===== src/core/frcc_pkg.sv =====
// Overview of operation
// - Sixteen-bit up counter wraps past maximum
// - Two-bit select picks one of four rates
// - Overflow sets flag, interrupt when enabled
// - Mode bit clears counter on channel 0 match
// - Valid capture edge copies counter value
// - Edge select: rising, falling or both
// - Capture edge sets flag, enabled interrupt
// - Each capture channel has own pin
// - Compare match inverts output and sets flag
// - Eight independent compare channels with pins
// - Pair mode: two matches drive one level on both pins of the pair
// - Software presets each compare output level
package frcc_pkg;
   localparam int FRCC_CNT_W = 16;
   localparam int FRCC_NCAP = 4;
   localparam int FRCC_NCMP = 8;
   // Byte addresses of the register words
   localparam logic [11:0] FRCC_A_COUNT = 12'h000;
   localparam logic [11:0] FRCC_A_CTRL = 12'h004;
   localparam logic [11:0] FRCC_A_CAPCTL = 12'h008;
   localparam logic [11:0] FRCC_A_CMPCTL = 12'h00c;
   localparam logic [11:0] FRCC_A_CMPFLG = 12'h010;
   localparam logic [11:0] FRCC_A_IRQST = 12'h014;
   localparam logic [11:0] FRCC_A_IRQMSK = 12'h018;
   localparam logic [11:0] FRCC_A_CAP0 = 12'h040;
   localparam logic [11:0] FRCC_A_CMP0 = 12'h080;
   // Control/status field positions
   localparam int FRCC_B_RATE = 0;
   localparam int FRCC_B_CLR = 2;
   localparam int FRCC_B_MODE = 3;
   localparam int FRCC_B_STOP = 4;
   localparam int FRCC_B_OVFE = 5;
   localparam int FRCC_B_OVF = 6;
   localparam int FRCC_B_EXT = 7;
   // Compare control: levels [7:0], run [15:8], pair bit
   localparam int FRCC_B_LVL = 0;
   localparam int FRCC_B_RUN = 8;
   localparam int FRCC_B_PAIR = 16;
   // Interrupt status bits: overflow, capture, compare
   localparam int FRCC_I_OVF = 0;
   localparam int FRCC_I_CAP = 1;
   localparam int FRCC_I_CMP = 5;
   localparam int FRCC_NIRQ = 13;
   localparam logic [15:0] FRCC_CNT_RST = 16'h0000;
   localparam logic [7:0] FRCC_CTRL_RST = 8'h00;
   // Prescale divisors for rate codes 0..3
   localparam int FRCC_DIV0 = 1;
   localparam int FRCC_DIV1 = 4;
   localparam int FRCC_DIV2 = 16;
   localparam int FRCC_DIV3 = 64;
   localparam logic [1:0] FRCC_EDGE_NONE = 2'h0;
   localparam logic [1:0] FRCC_EDGE_RISE = 2'h1;
   localparam logic [1:0] FRCC_EDGE_FALL = 2'h2;
   localparam logic [1:0] FRCC_EDGE_BOTH = 2'h3;
   typedef enum logic [1:0] {FRCC_IDLE, FRCC_ACCESS} frcc_apb_e;
endpackage


===== src/core/frcc_top.sv =====
`timescale 1ns/10ps
`default_nettype none
module frcc_top
   import frcc_pkg::*;
#(
   parameter int CW = FRCC_CNT_W
) (
   // APB slave
   input wire logic pclk,
   input wire logic presetn,
   input wire logic psel,
   input wire logic penable,
   input wire logic pwrite,
   input wire logic [11:0] paddr,
   input wire logic [31:0] pwdata,
   output logic [31:0] prdata,
   output logic pready,
   output logic pslverr,
   // Pins
   input wire logic ext_count_clk,
   input wire logic [FRCC_NCAP-1:0] cap_pins,
   output logic [FRCC_NCMP-1:0] cmp_pins,
   // Interrupt
   output logic irq
);
   logic [CW-1:0] count_reg;
   logic [7:0] ctrl_reg;
   logic [7:0] capctl_reg;
   logic [7:0] lvl_reg;
   logic [7:0] run_reg;
   logic pair_reg;
   logic [FRCC_NIRQ-1:0] ist_reg;
   logic [FRCC_NIRQ-1:0] msk_reg;
   logic [CW-1:0] cmpv_reg [FRCC_NCMP];
   logic [CW-1:0] capv [FRCC_NCAP];
   logic [FRCC_NCAP-1:0] cap_hit;
   logic [6:0] pre_reg;
   logic ext_prev_reg;
   logic tick;
   logic wr;
   logic rd;
   logic [FRCC_NCMP-1:0] match;
   logic ovf_ev;
   logic clr_match;
   frcc_apb_e apb_st_reg;

   // Zero wait states; a read is answered in the access cycle
   assign pready = 1'b1;
   assign pslverr = 1'b0;
   assign wr = psel & penable & pwrite & (apb_st_reg == FRCC_ACCESS);
   assign rd = psel & ~penable & ~pwrite;

   always_ff @(posedge pclk or negedge presetn) begin
      if (!presetn) apb_st_reg <= FRCC_IDLE;
      else if (psel & ~penable) apb_st_reg <= FRCC_ACCESS;
      else apb_st_reg <= FRCC_IDLE;
   end

   // Count rate: prescaled pclk, or rising edge of external source
   always_ff @(posedge pclk or negedge presetn) begin
      if (!presetn) pre_reg <= '0;
      else pre_reg <= pre_reg + 7'h01;
   end
   always_ff @(posedge pclk or negedge presetn) begin
      if (!presetn) ext_prev_reg <= 1'b0;
      else ext_prev_reg <= ext_count_clk;
   end
   always_comb begin
      if (ctrl_reg[FRCC_B_EXT]) tick = ext_count_clk & ~ext_prev_reg;
      else begin
         case (ctrl_reg[FRCC_B_RATE +: 2])
            2'h0: tick = 1'b1;
            2'h1: tick = (pre_reg[1:0] == 2'(FRCC_DIV1 - 1));
            2'h2: tick = (pre_reg[3:0] == 4'(FRCC_DIV2 - 1));
            2'h3: tick = (pre_reg[5:0] == 6'(FRCC_DIV3 - 1));
            default: tick = 1'b0;
         endcase
      end
   end

   assign clr_match = ctrl_reg[FRCC_B_MODE] && match[0];
   assign ovf_ev = tick && !ctrl_reg[FRCC_B_STOP] && !clr_match
      && (count_reg == {CW{1'b1}});

   // Counter: software write, clear bit, stop, match clear, wrap
   always_ff @(posedge pclk or negedge presetn) begin
      if (!presetn) count_reg <= FRCC_CNT_RST;
      else if (wr && paddr == FRCC_A_COUNT) count_reg <= pwdata[CW-1:0];
      else if (wr && paddr == FRCC_A_CTRL && pwdata[FRCC_B_CLR])
         count_reg <= '0;
      else if (clr_match && tick && !ctrl_reg[FRCC_B_STOP])
         count_reg <= '0;
      else if (tick && !ctrl_reg[FRCC_B_STOP])
         count_reg <= count_reg + 1'b1;
   end

   // Control: clear bit self-clears; overflow flag set wins over clear
   always_ff @(posedge pclk or negedge presetn) begin
      if (!presetn) ctrl_reg <= FRCC_CTRL_RST;
      else begin
         if (wr && paddr == FRCC_A_CTRL) begin
            ctrl_reg <= pwdata[7:0];
            ctrl_reg[FRCC_B_CLR] <= 1'b0;
            ctrl_reg[FRCC_B_OVF] <= ctrl_reg[FRCC_B_OVF]
               & pwdata[FRCC_B_OVF];
         end
         if (ovf_ev) ctrl_reg[FRCC_B_OVF] <= 1'b1;
      end
   end

   always_ff @(posedge pclk or negedge presetn) begin
      if (!presetn) capctl_reg <= '0;
      else if (wr && paddr == FRCC_A_CAPCTL) capctl_reg <= pwdata[7:0];
   end

   genvar g;
   generate
      for (g = 0; g < FRCC_NCAP; g++) begin : g_cap
         // Each channel watches only its own pin
         frcc_capture_chan #(.CW(CW)) u_cap (
            .pclk(pclk),
            .presetn(presetn),
            .cap_pin(cap_pins[g]),
            .edge_sel(capctl_reg[2*g +: 2]),
            .count(count_reg),
            .hit(cap_hit[g]),
            .value_reg(capv[g])
         );
      end
      for (g = 0; g < FRCC_NCMP; g++) begin : g_cmp
         // A held counter must not retrigger the same match every cycle
         assign match[g] = run_reg[g] && count_reg == cmpv_reg[g]
            && tick && !ctrl_reg[FRCC_B_STOP];
         always_ff @(posedge pclk or negedge presetn) begin
            if (!presetn) cmpv_reg[g] <= '0;
            else if (wr && paddr == FRCC_A_CMP0 + 12'(4 * g))
               cmpv_reg[g] <= pwdata[CW-1:0];
         end
      end
   endgenerate

   // Compare control and output levels
   always_ff @(posedge pclk or negedge presetn) begin
      if (!presetn) begin
         lvl_reg <= '0;
         run_reg <= '0;
         pair_reg <= 1'b0;
      end else if (wr && paddr == FRCC_A_CMPCTL) begin
         lvl_reg <= pwdata[FRCC_B_LVL +: 8];
         run_reg <= pwdata[FRCC_B_RUN +: 8];
         pair_reg <= pwdata[FRCC_B_PAIR];
      end else begin
         for (int i = 0; i < FRCC_NCMP; i += 2) begin
            if (pair_reg) begin
               // Both matches of a pair act on the even pin
               if (match[i] ^ match[i+1]) lvl_reg[i] <= ~lvl_reg[i];
            end else begin
               if (match[i]) lvl_reg[i] <= ~lvl_reg[i];
               if (match[i+1]) lvl_reg[i+1] <= ~lvl_reg[i+1];
            end
         end
      end
   end
   always_comb begin
      cmp_pins = lvl_reg;
      if (pair_reg) begin
         for (int i = 0; i < FRCC_NCMP; i += 2) cmp_pins[i+1] = lvl_reg[i];
      end
   end

   // Sticky flags; software clears by writing one to IRQST, zero to CMPFLG or CAPCTL; a new event wins
   logic [FRCC_NIRQ-1:0] ev;
   assign ev = {match, cap_hit, ovf_ev};
   always_ff @(posedge pclk or negedge presetn) begin
      if (!presetn) ist_reg <= '0;
      else if (wr && paddr == FRCC_A_IRQST)
         ist_reg <= (ist_reg & ~pwdata[FRCC_NIRQ-1:0]) | ev;
      else if (wr && paddr == FRCC_A_CMPFLG)
         ist_reg <= (ist_reg & {pwdata[7:0], {(FRCC_NIRQ-8){1'b1}}})
            | ev;
      else if (wr && paddr == FRCC_A_CAPCTL)
         ist_reg <= (ist_reg & {{8{1'b1}}, pwdata[7:4], 1'b1}) | ev;
      else ist_reg <= ist_reg | ev;
   end
   always_ff @(posedge pclk or negedge presetn) begin
      if (!presetn) msk_reg <= '0;
      else if (wr && paddr == FRCC_A_IRQMSK) msk_reg <= pwdata[FRCC_NIRQ-1:0];
   end
   // Overflow enable also gates the overflow source
   assign irq = |(ist_reg & msk_reg
      & {{(FRCC_NIRQ-1){1'b1}}, ctrl_reg[FRCC_B_OVFE]});

   // Read data registered in setup cycle, valid in access cycle
   always_ff @(posedge pclk or negedge presetn) begin
      if (!presetn) prdata <= '0;
      else if (rd) begin
         prdata <= '0;
         case (paddr)
            FRCC_A_COUNT: prdata[CW-1:0] <= count_reg;
            FRCC_A_CTRL: prdata[7:0] <= ctrl_reg;
            FRCC_A_CAPCTL: prdata[7:0] <= {ist_reg[FRCC_I_CAP +: 4],
               capctl_reg[3:0]};
            FRCC_A_CMPCTL: prdata[FRCC_B_PAIR:0] <= {pair_reg, run_reg,
               lvl_reg};
            FRCC_A_CMPFLG: prdata[7:0] <= ist_reg[FRCC_I_CMP +: 8];
            FRCC_A_IRQST: prdata[FRCC_NIRQ-1:0] <= ist_reg;
            FRCC_A_IRQMSK: prdata[FRCC_NIRQ-1:0] <= msk_reg;
            FRCC_A_CAP0: prdata[CW-1:0] <= capv[0];
            FRCC_A_CAP0 + 12'h004: prdata[CW-1:0] <= capv[1];
            FRCC_A_CAP0 + 12'h008: prdata[CW-1:0] <= capv[2];
            FRCC_A_CAP0 + 12'h00c: prdata[CW-1:0] <= capv[3];
            default: begin
               for (int i = 0; i < FRCC_NCMP; i++)
                  if (paddr == FRCC_A_CMP0 + 12'(4 * i))
                     prdata[CW-1:0] <= cmpv_reg[i];
            end
         endcase
      end
   end

   a_stop_holds: assert property (
      @(posedge pclk) disable iff (!presetn)
      ctrl_reg[FRCC_B_STOP] && !wr |=> $stable(count_reg))
      else $error("counter moved while stopped");
   // A register write in the same cycle may load the counter instead
   a_ovf_flag: assert property (
      @(posedge pclk) disable iff (!presetn)
      ovf_ev |=> ctrl_reg[FRCC_B_OVF] && (count_reg == '0 || $past(wr)))
      else $error("overflow not flagged");
   a_match_clear: assert property (
      @(posedge pclk) disable iff (!presetn)
      clr_match && !wr && !ctrl_reg[FRCC_B_STOP] |=> count_reg == '0)
      else $error("compare 0 did not clear counter");
   a_match_toggle: assert property (
      @(posedge pclk) disable iff (!presetn)
      match[1] && !pair_reg && !wr |=> lvl_reg[1] != $past(lvl_reg[1]))
      else $error("compare output not toggled");
   a_cap_flag: assert property (
      @(posedge pclk) disable iff (!presetn)
      |cap_hit |=> (ist_reg[FRCC_I_CAP +: FRCC_NCAP] & $past(cap_hit))
         == $past(cap_hit))
      else $error("capture flag not set");
   // Both run bits off: neither match of the pair may move the even level
   a_run_gate: assert property (
      @(posedge pclk) disable iff (!presetn)
      !run_reg[2] && !run_reg[3] && !(wr && paddr == FRCC_A_CMPCTL)
      |=> $stable(lvl_reg[2]))
      else $error("output moved while channel stopped");
   a_count_step: assert property (
      @(posedge pclk) disable iff (!presetn)
      tick && !ctrl_reg[FRCC_B_STOP] && !wr && !clr_match
      |=> count_reg == $past(count_reg) + 1'b1)
      else $error("counter did not advance");
   a_pair_pin: assert property (
      @(posedge pclk) disable iff (!presetn)
      pair_reg |-> cmp_pins[1] == cmp_pins[0])
      else $error("pair pins differ");
   a_irq_level: assert property (
      @(posedge pclk) disable iff (!presetn)
      |(ist_reg[FRCC_I_CAP +: FRCC_NCAP] & msk_reg[FRCC_I_CAP +: FRCC_NCAP])
      |-> irq)
      else $error("interrupt missing");
endmodule // frcc_top
`default_nettype wire


===== src/core/frcc_capture_chan.sv =====
`timescale 1ns/10ps
`default_nettype none
module frcc_capture_chan
   import frcc_pkg::*;
#(
   parameter int CW = 16
) (
   // Clock and reset
   input wire logic pclk,
   input wire logic presetn,
   // Pin and selection
   input wire logic cap_pin,
   input wire logic [1:0] edge_sel,
   input wire logic [CW-1:0] count,
   // Result
   output logic hit,
   output logic [CW-1:0] value_reg
);
   logic prev_reg;
   always_ff @(posedge pclk or negedge presetn) begin
      if (!presetn) prev_reg <= 1'b0;
      else prev_reg <= cap_pin;
   end
   always_comb begin
      case (edge_sel)
         FRCC_EDGE_RISE: hit = cap_pin & ~prev_reg;
         FRCC_EDGE_FALL: hit = ~cap_pin & prev_reg;
         FRCC_EDGE_BOTH: hit = cap_pin ^ prev_reg;
         default: hit = 1'b0;
      endcase
   end
   always_ff @(posedge pclk or negedge presetn) begin
      if (!presetn) value_reg <= '0;
      else if (hit) value_reg <= count;
   end
   a_capture_latch: assert property (
      @(posedge pclk) disable iff (!presetn)
      hit |=> value_reg == $past(count))
      else $error("capture value not latched");
endmodule // frcc_capture_chan
`default_nettype wire


===== config.mk =====
export PLATFORM = sky130hd
export DESIGN_NAME = frcc_top
export DESIGN_NICKNAME = d
export VERILOG_FILES = /design/src/core/frcc_pkg.sv /design/src/core/frcc_top.sv /design/src/core/frcc_capture_chan.sv
export SDC_FILE = /design/constraint.sdc
export NUM_CORES = 1
export LEC_CHECK = 0
export BUFFER_PORTS_ARGS = -buffer_cell sky130_fd_sc_hd__buf_4
export CORE_UTILIZATION = 60
export DETAILED_ROUTE_END_ITERATION = 8
export PLACE_DENSITY = 0.8
export SYNTH_ARGS = -nofsm -noshare
export SYNTH_HDL_FRONTEND = slang
export SYNTH_SLANG_ARGS = --single-unit

===== constraint.sdc =====
create_clock -name pclk -period 2.79 [get_ports pclk]
set_clock_uncertainty 0.2 [all_clocks]
set_input_delay 0.1395 -clock pclk [delete_from_list [all_inputs] [get_ports pclk]]
set_output_delay 0.1395 -clock pclk [all_outputs]
set_load 0.02 [all_outputs]

# After elaboration in Yosys (flattened, before gate mapping)
# Index checks and enable logic that the tools add are counted.
# word_totals
ff_bits,296
input_bits,54
output_inout_bits,43
elab_cells,265
# classes
add_sub_neg,2
eq_ne,51
muxes,53
n_bitwise,52
reduce_logical,71
# ops
operator,count
2-to-1 mux 16 bit,12
== test 16 bit,8
"== test 12 x 8 -> 1 bit, second input constant",8
case mux 8 bit (11 select lines),1
AND 13 bit,5
OR 13 bit,4
"== test 12 x 7 -> 1 bit, second input constant",4
logical AND 1 bit,46
case mux 5 bit (9 select lines),1
2-to-1 mux 13 bit,3
"== test 12 x 5 -> 1 bit, second input constant",3
2-to-1 mux 1 bit,28
"== test 12 x 4 -> 1 bit, second input constant",2
"== test 2 bit, second input constant",11
case mux 3 bit (7 select lines),1
inverter 1 bit,19
"adder 16 x 1 -> 16 bit, second input constant",1
"== test 16 bit, second input constant",1
AND reduction 2 bit,8
AND 1 bit,15
inverter 13 bit,1
OR reduction 13 bit,1
"== test 12 x 3 -> 1 bit, second input constant",1
zero test 12 bit,1
19 further kinds,44

# Logic depth before layout (Yosys ltp)
# depth
word_depth,13
mapped_depth,10
depth_no_buf,7

# Modules after synthesis
# A second synthesis with hierarchy kept.
# hier_totals
hier_cells,1781
hier_area_um2,18151.2
# by_module_without_submodules
module,n_inst,cells_each,area_each_um2,seq_area_each_um2
frcc_top,1,1365,13877.1,5680.4
frcc_capture_chan,4,104,1068.5,425.4

# Worst setup path before layout
# OpenSTA, ideal clock, no wires.
# synth_timing
path_kind,register to register
startpoint,register count_reg[9]
endpoint,register lvl_reg[5]
setup_time_ns,0.082
arrival_time_ns,2.088
required_ns,2.508
slack_ns,0.420
path_stages_with_launch,8
path_buffers,1
synth_period_minus_slack_ns,2.370
path_cell_list,dfrtp_1 -> clkbuf_1 -> xor2_1 -> nor4_1 -> nand2_1 -> or4_1 -> or3_1 -> a31oi_1
# synth_between
elab_chain_len,6
# synth_rtl
element,line_no,rtl
start: declaration,frcc_top.sv:26,logic [CW-1:0] count_reg;
start signal: assignment,frcc_top.sv:88,else if (wr && paddr == FRCC_A_COUNT) count_reg <= pwdata[CW-1:0];
start signal: assignment,frcc_top.sv:94,count_reg <= count_reg + 1'b1;
== test 16 bit,frcc_top.sv:132,assign match[g] = run_reg[g] && count_reg == cmpv_reg[g]
logical AND 1 bit,frcc_top.sv:132,
logical AND 1 bit (2 in a row),frcc_top.sv:133,&& tick && !ctrl_reg[FRCC_B_STOP];
nonzero test 2 bit (no source line),--,
AND reduction 2 bit (no source line),--,
end signal: assignment,frcc_top.sv:149,lvl_reg <= pwdata[FRCC_B_LVL +: 8];
end signal: indexed assignment,frcc_top.sv:156,if (match[i] ^ match[i+1]) lvl_reg[i] <= ~lvl_reg[i];
end signal: indexed assignment,frcc_top.sv:158,if (match[i]) lvl_reg[i] <= ~lvl_reg[i];
end: declaration,frcc_top.sv:29,logic [7:0] lvl_reg;
# No other way between the ends.
# A chain may end at the register's enable or synchronous reset.

# Worst setup path after layout
# layout_timing
startpoint,register count_reg[15]
endpoint,register lvl_reg[1]
# The elaborated chain is that of the path after synthesis.

==> results.toml <==
[status]
status = "finished clean"

[worst_setup_path]
critPathKind = "register to register"
crit_slowest_cell = "or4_1"
r2r_slack_ps = 150
required_ps = 3030
worstPathArrival_ps = 2880
ff2ff_path_depth = 6
reg2reg_to = "lvl_reg[1]"
crit_path_end_kind = "register"
path_cells = "xor2_1 -> nor4_1 -> nand4_1 -> or4_1 -> xor2_1 -> a21oi_1"
r2r-start = "count_reg[15]"
slowest_delay_ps = 600
path_common_cell = "xor2_1"
cp_top_family = "simple AND/OR/NAND/NOR gates"
cp-start-kind = "register"
crit_buf_inv = 0
critPathMaxFanout = 7

[cells_and_area]
drive_above_1_share_pct = 31.4
fin_nets = 1710
synthToLayoutAreaGrowth_pct = 16.7
fill_cells = 1954
largest_reg_flops = 128
antenna_cells = 0

[logic_synthesis]
synth.top_cells.by_area = "dfrtp_1 (44%), mux2_2 (16%), xnor2_1 (4.9%)"
yosysTopAreaCellShare_pct = 44.3
synth_seq_cells = 295
synth_area_um2 = 16700
synth_flop_cell = "dfrtp_1"
synth_cell_types = 78
ys_async_sr_fraction_pct = 100
yosysWarnings = 0
synthTopCellsByCount = "dfrtp_1 (295), mux2_2 (239), nand2_1 (127), xnor2_1 (94), clkbuf_1 (73)"
ys_seq_area_share_pct = 44.3
synth_cells = 1525
yosys.area.top_type = "dfrtp_1"
synth.avg_cell_area_um2 = 10.9
synth_edf_count = 0
yosysMostFrequentCell = "dfrtp_1"

[floorplan]
dieArea_um2 = 28400
rows = 60
fp.coreArea_um2 = 27100
fp.dieW_um = 169
die_y_um = 169
design.portCount = 97
initial_core_util_pct = 61.5

[pwr]
finalPower_mw = 10.8
powerDensity_nw_per_um2 = 557
p_leak_nw = 9.00
peakVddDrop_v = 0.000582

[timing]
finalSetupTns_ps = 0
slew_headroom_pct = 37.1
hold_viol_final = 0
fin_crit_sh_pct = 94.8
fmax_ghz = 0.378
slew_viol_final = 0
rsz0062_at_grt = "no"
worstMarginPinSlew_ps = 932
post-route-min-period_ps = 2640
setup_viol = 0

[worst_hold_path]
min_path_type = "input port to async pin"

[detailed_routing]
drtIter0Drc = 1402
num_vias = 13695
wl_per_cell_um = 28.4
post_drt_via_cell_ratio = 6.71
dr.pass1.iters = 6
ant_nets = 0
post-route-drc-count = 0
wirelength_um = 57900

[flow_run]
drv_cap = 0

[cts]
htreeDepth = 2
clockBufferDepth = 3
clockRootBuffer = "clkbuf_16"
clk_latency_ps = 520
clock_sinks = 295
cts_tree = "yes"
path_clk_slew_ps = 60
numCtsBuffers = 34
cts_resized = 0

[global_route]
grt.overflow.total = 0
antenna_found_initial = 1
grt_usage_pct = 41.6
grt_pass1_vias = 13934
grt_pass1_wl_um = 87200
grt_max_degree = 84

[place]
portBuffers = 64
dp_hpwl_um = 41200
place_congestion = 1.07
[where the power goes]
group | internal, mW | switching, mW
clock network | 2.93 | 1.79
registers | 4.35 | 0.170
logic | 0.591 | 1.01
total | 7.87 | 2.97
[timing repair]
item,CTS,global route
hold buffers,28,0
endpoints found under the setup margin,0,2
setup buffers,0,1
endpoints found under the hold margin,505,0
[layout by cell type, fill, tap and decap left out, types with 39 or more instances in the layout]
cell type,instances
a21oi_1,50
buf_4,172
dfrtp_1,295
mux2_2,239
nand2_1,127
nand3_1,41
nor2_1,57
o21ai_0,39
xnor2_1,94
xor2_1,49
[how the worst max path moves through the flow]
stage,startpoint,endpoint,depth (start not counted)
3_5_place_dp,count_reg[8],lvl_reg[7],7
4_1_cts,count_reg[8],lvl_reg[7],7
5_1_grt,count_reg[8],lvl_reg[7],8
6_report,count_reg[15],lvl_reg[1],6
2_1_floorplan,count_reg[9],lvl_reg[5],7
3_3_place_gp,count_reg[8],lvl_reg[7],7
[cell type report]
type	count	area [um^2]	area share [%]
clock buffer	48	1030	5.28
multi-input combinational	1081	8540	43.9
sequential	295	7380	37.9
inverter	23	86.3	0.444
tap	372	465	2.39
clock inverter	10	153	0.785
timing repair buffer	211	1800	9.27
[tightest hold or removal path, stage by stage]
cell and delay (ps):
dlygate4sd3_1 560, buf_8 180, buf_16 250
[cells by family after synthesis]
family | Yosys count | share of synthesized area [%]
XOR/XNOR | 143 | 7.52
other | 2 | 0.0451
buffers and inverters | 164 | 4.82
AO/OA/AOI/OAI | 258 | 10.8
AND/OR/NAND/NOR | 366 | 11.6
adder cells (fa/ha/maj) | 10 | 0.751
multiplexers | 287 | 20.2
flip-flops | 295 | 44.3
[routing by layer]
metal  vias to the layer above  routed length, um  global-route usage [%]
li1                       5740                  -                       -
met1                      6849              21700                    53.0
met2                       881              26700                    66.5
met3                       225               5730                    8.63
met4                         0               3700                    23.9
met5                         -                  0                       0
[metrics by stage]
step	area, um^2	setup WS (ps)	cells	hold WS, ps	utilization [%]
after detailed placement	18000	176	1953	-120	66.3
final	19500	146	2040	60.6	71.8
after global routing	19500	54.4	2040	89.5	71.8
after global placement	18000	221	1953	-120	66.3
after floorplan	16700	420	1540	-356	-
after CTS	19400	136	2039	64.8	71.8
No activity file was read; power rests on OpenSTA's default activity.
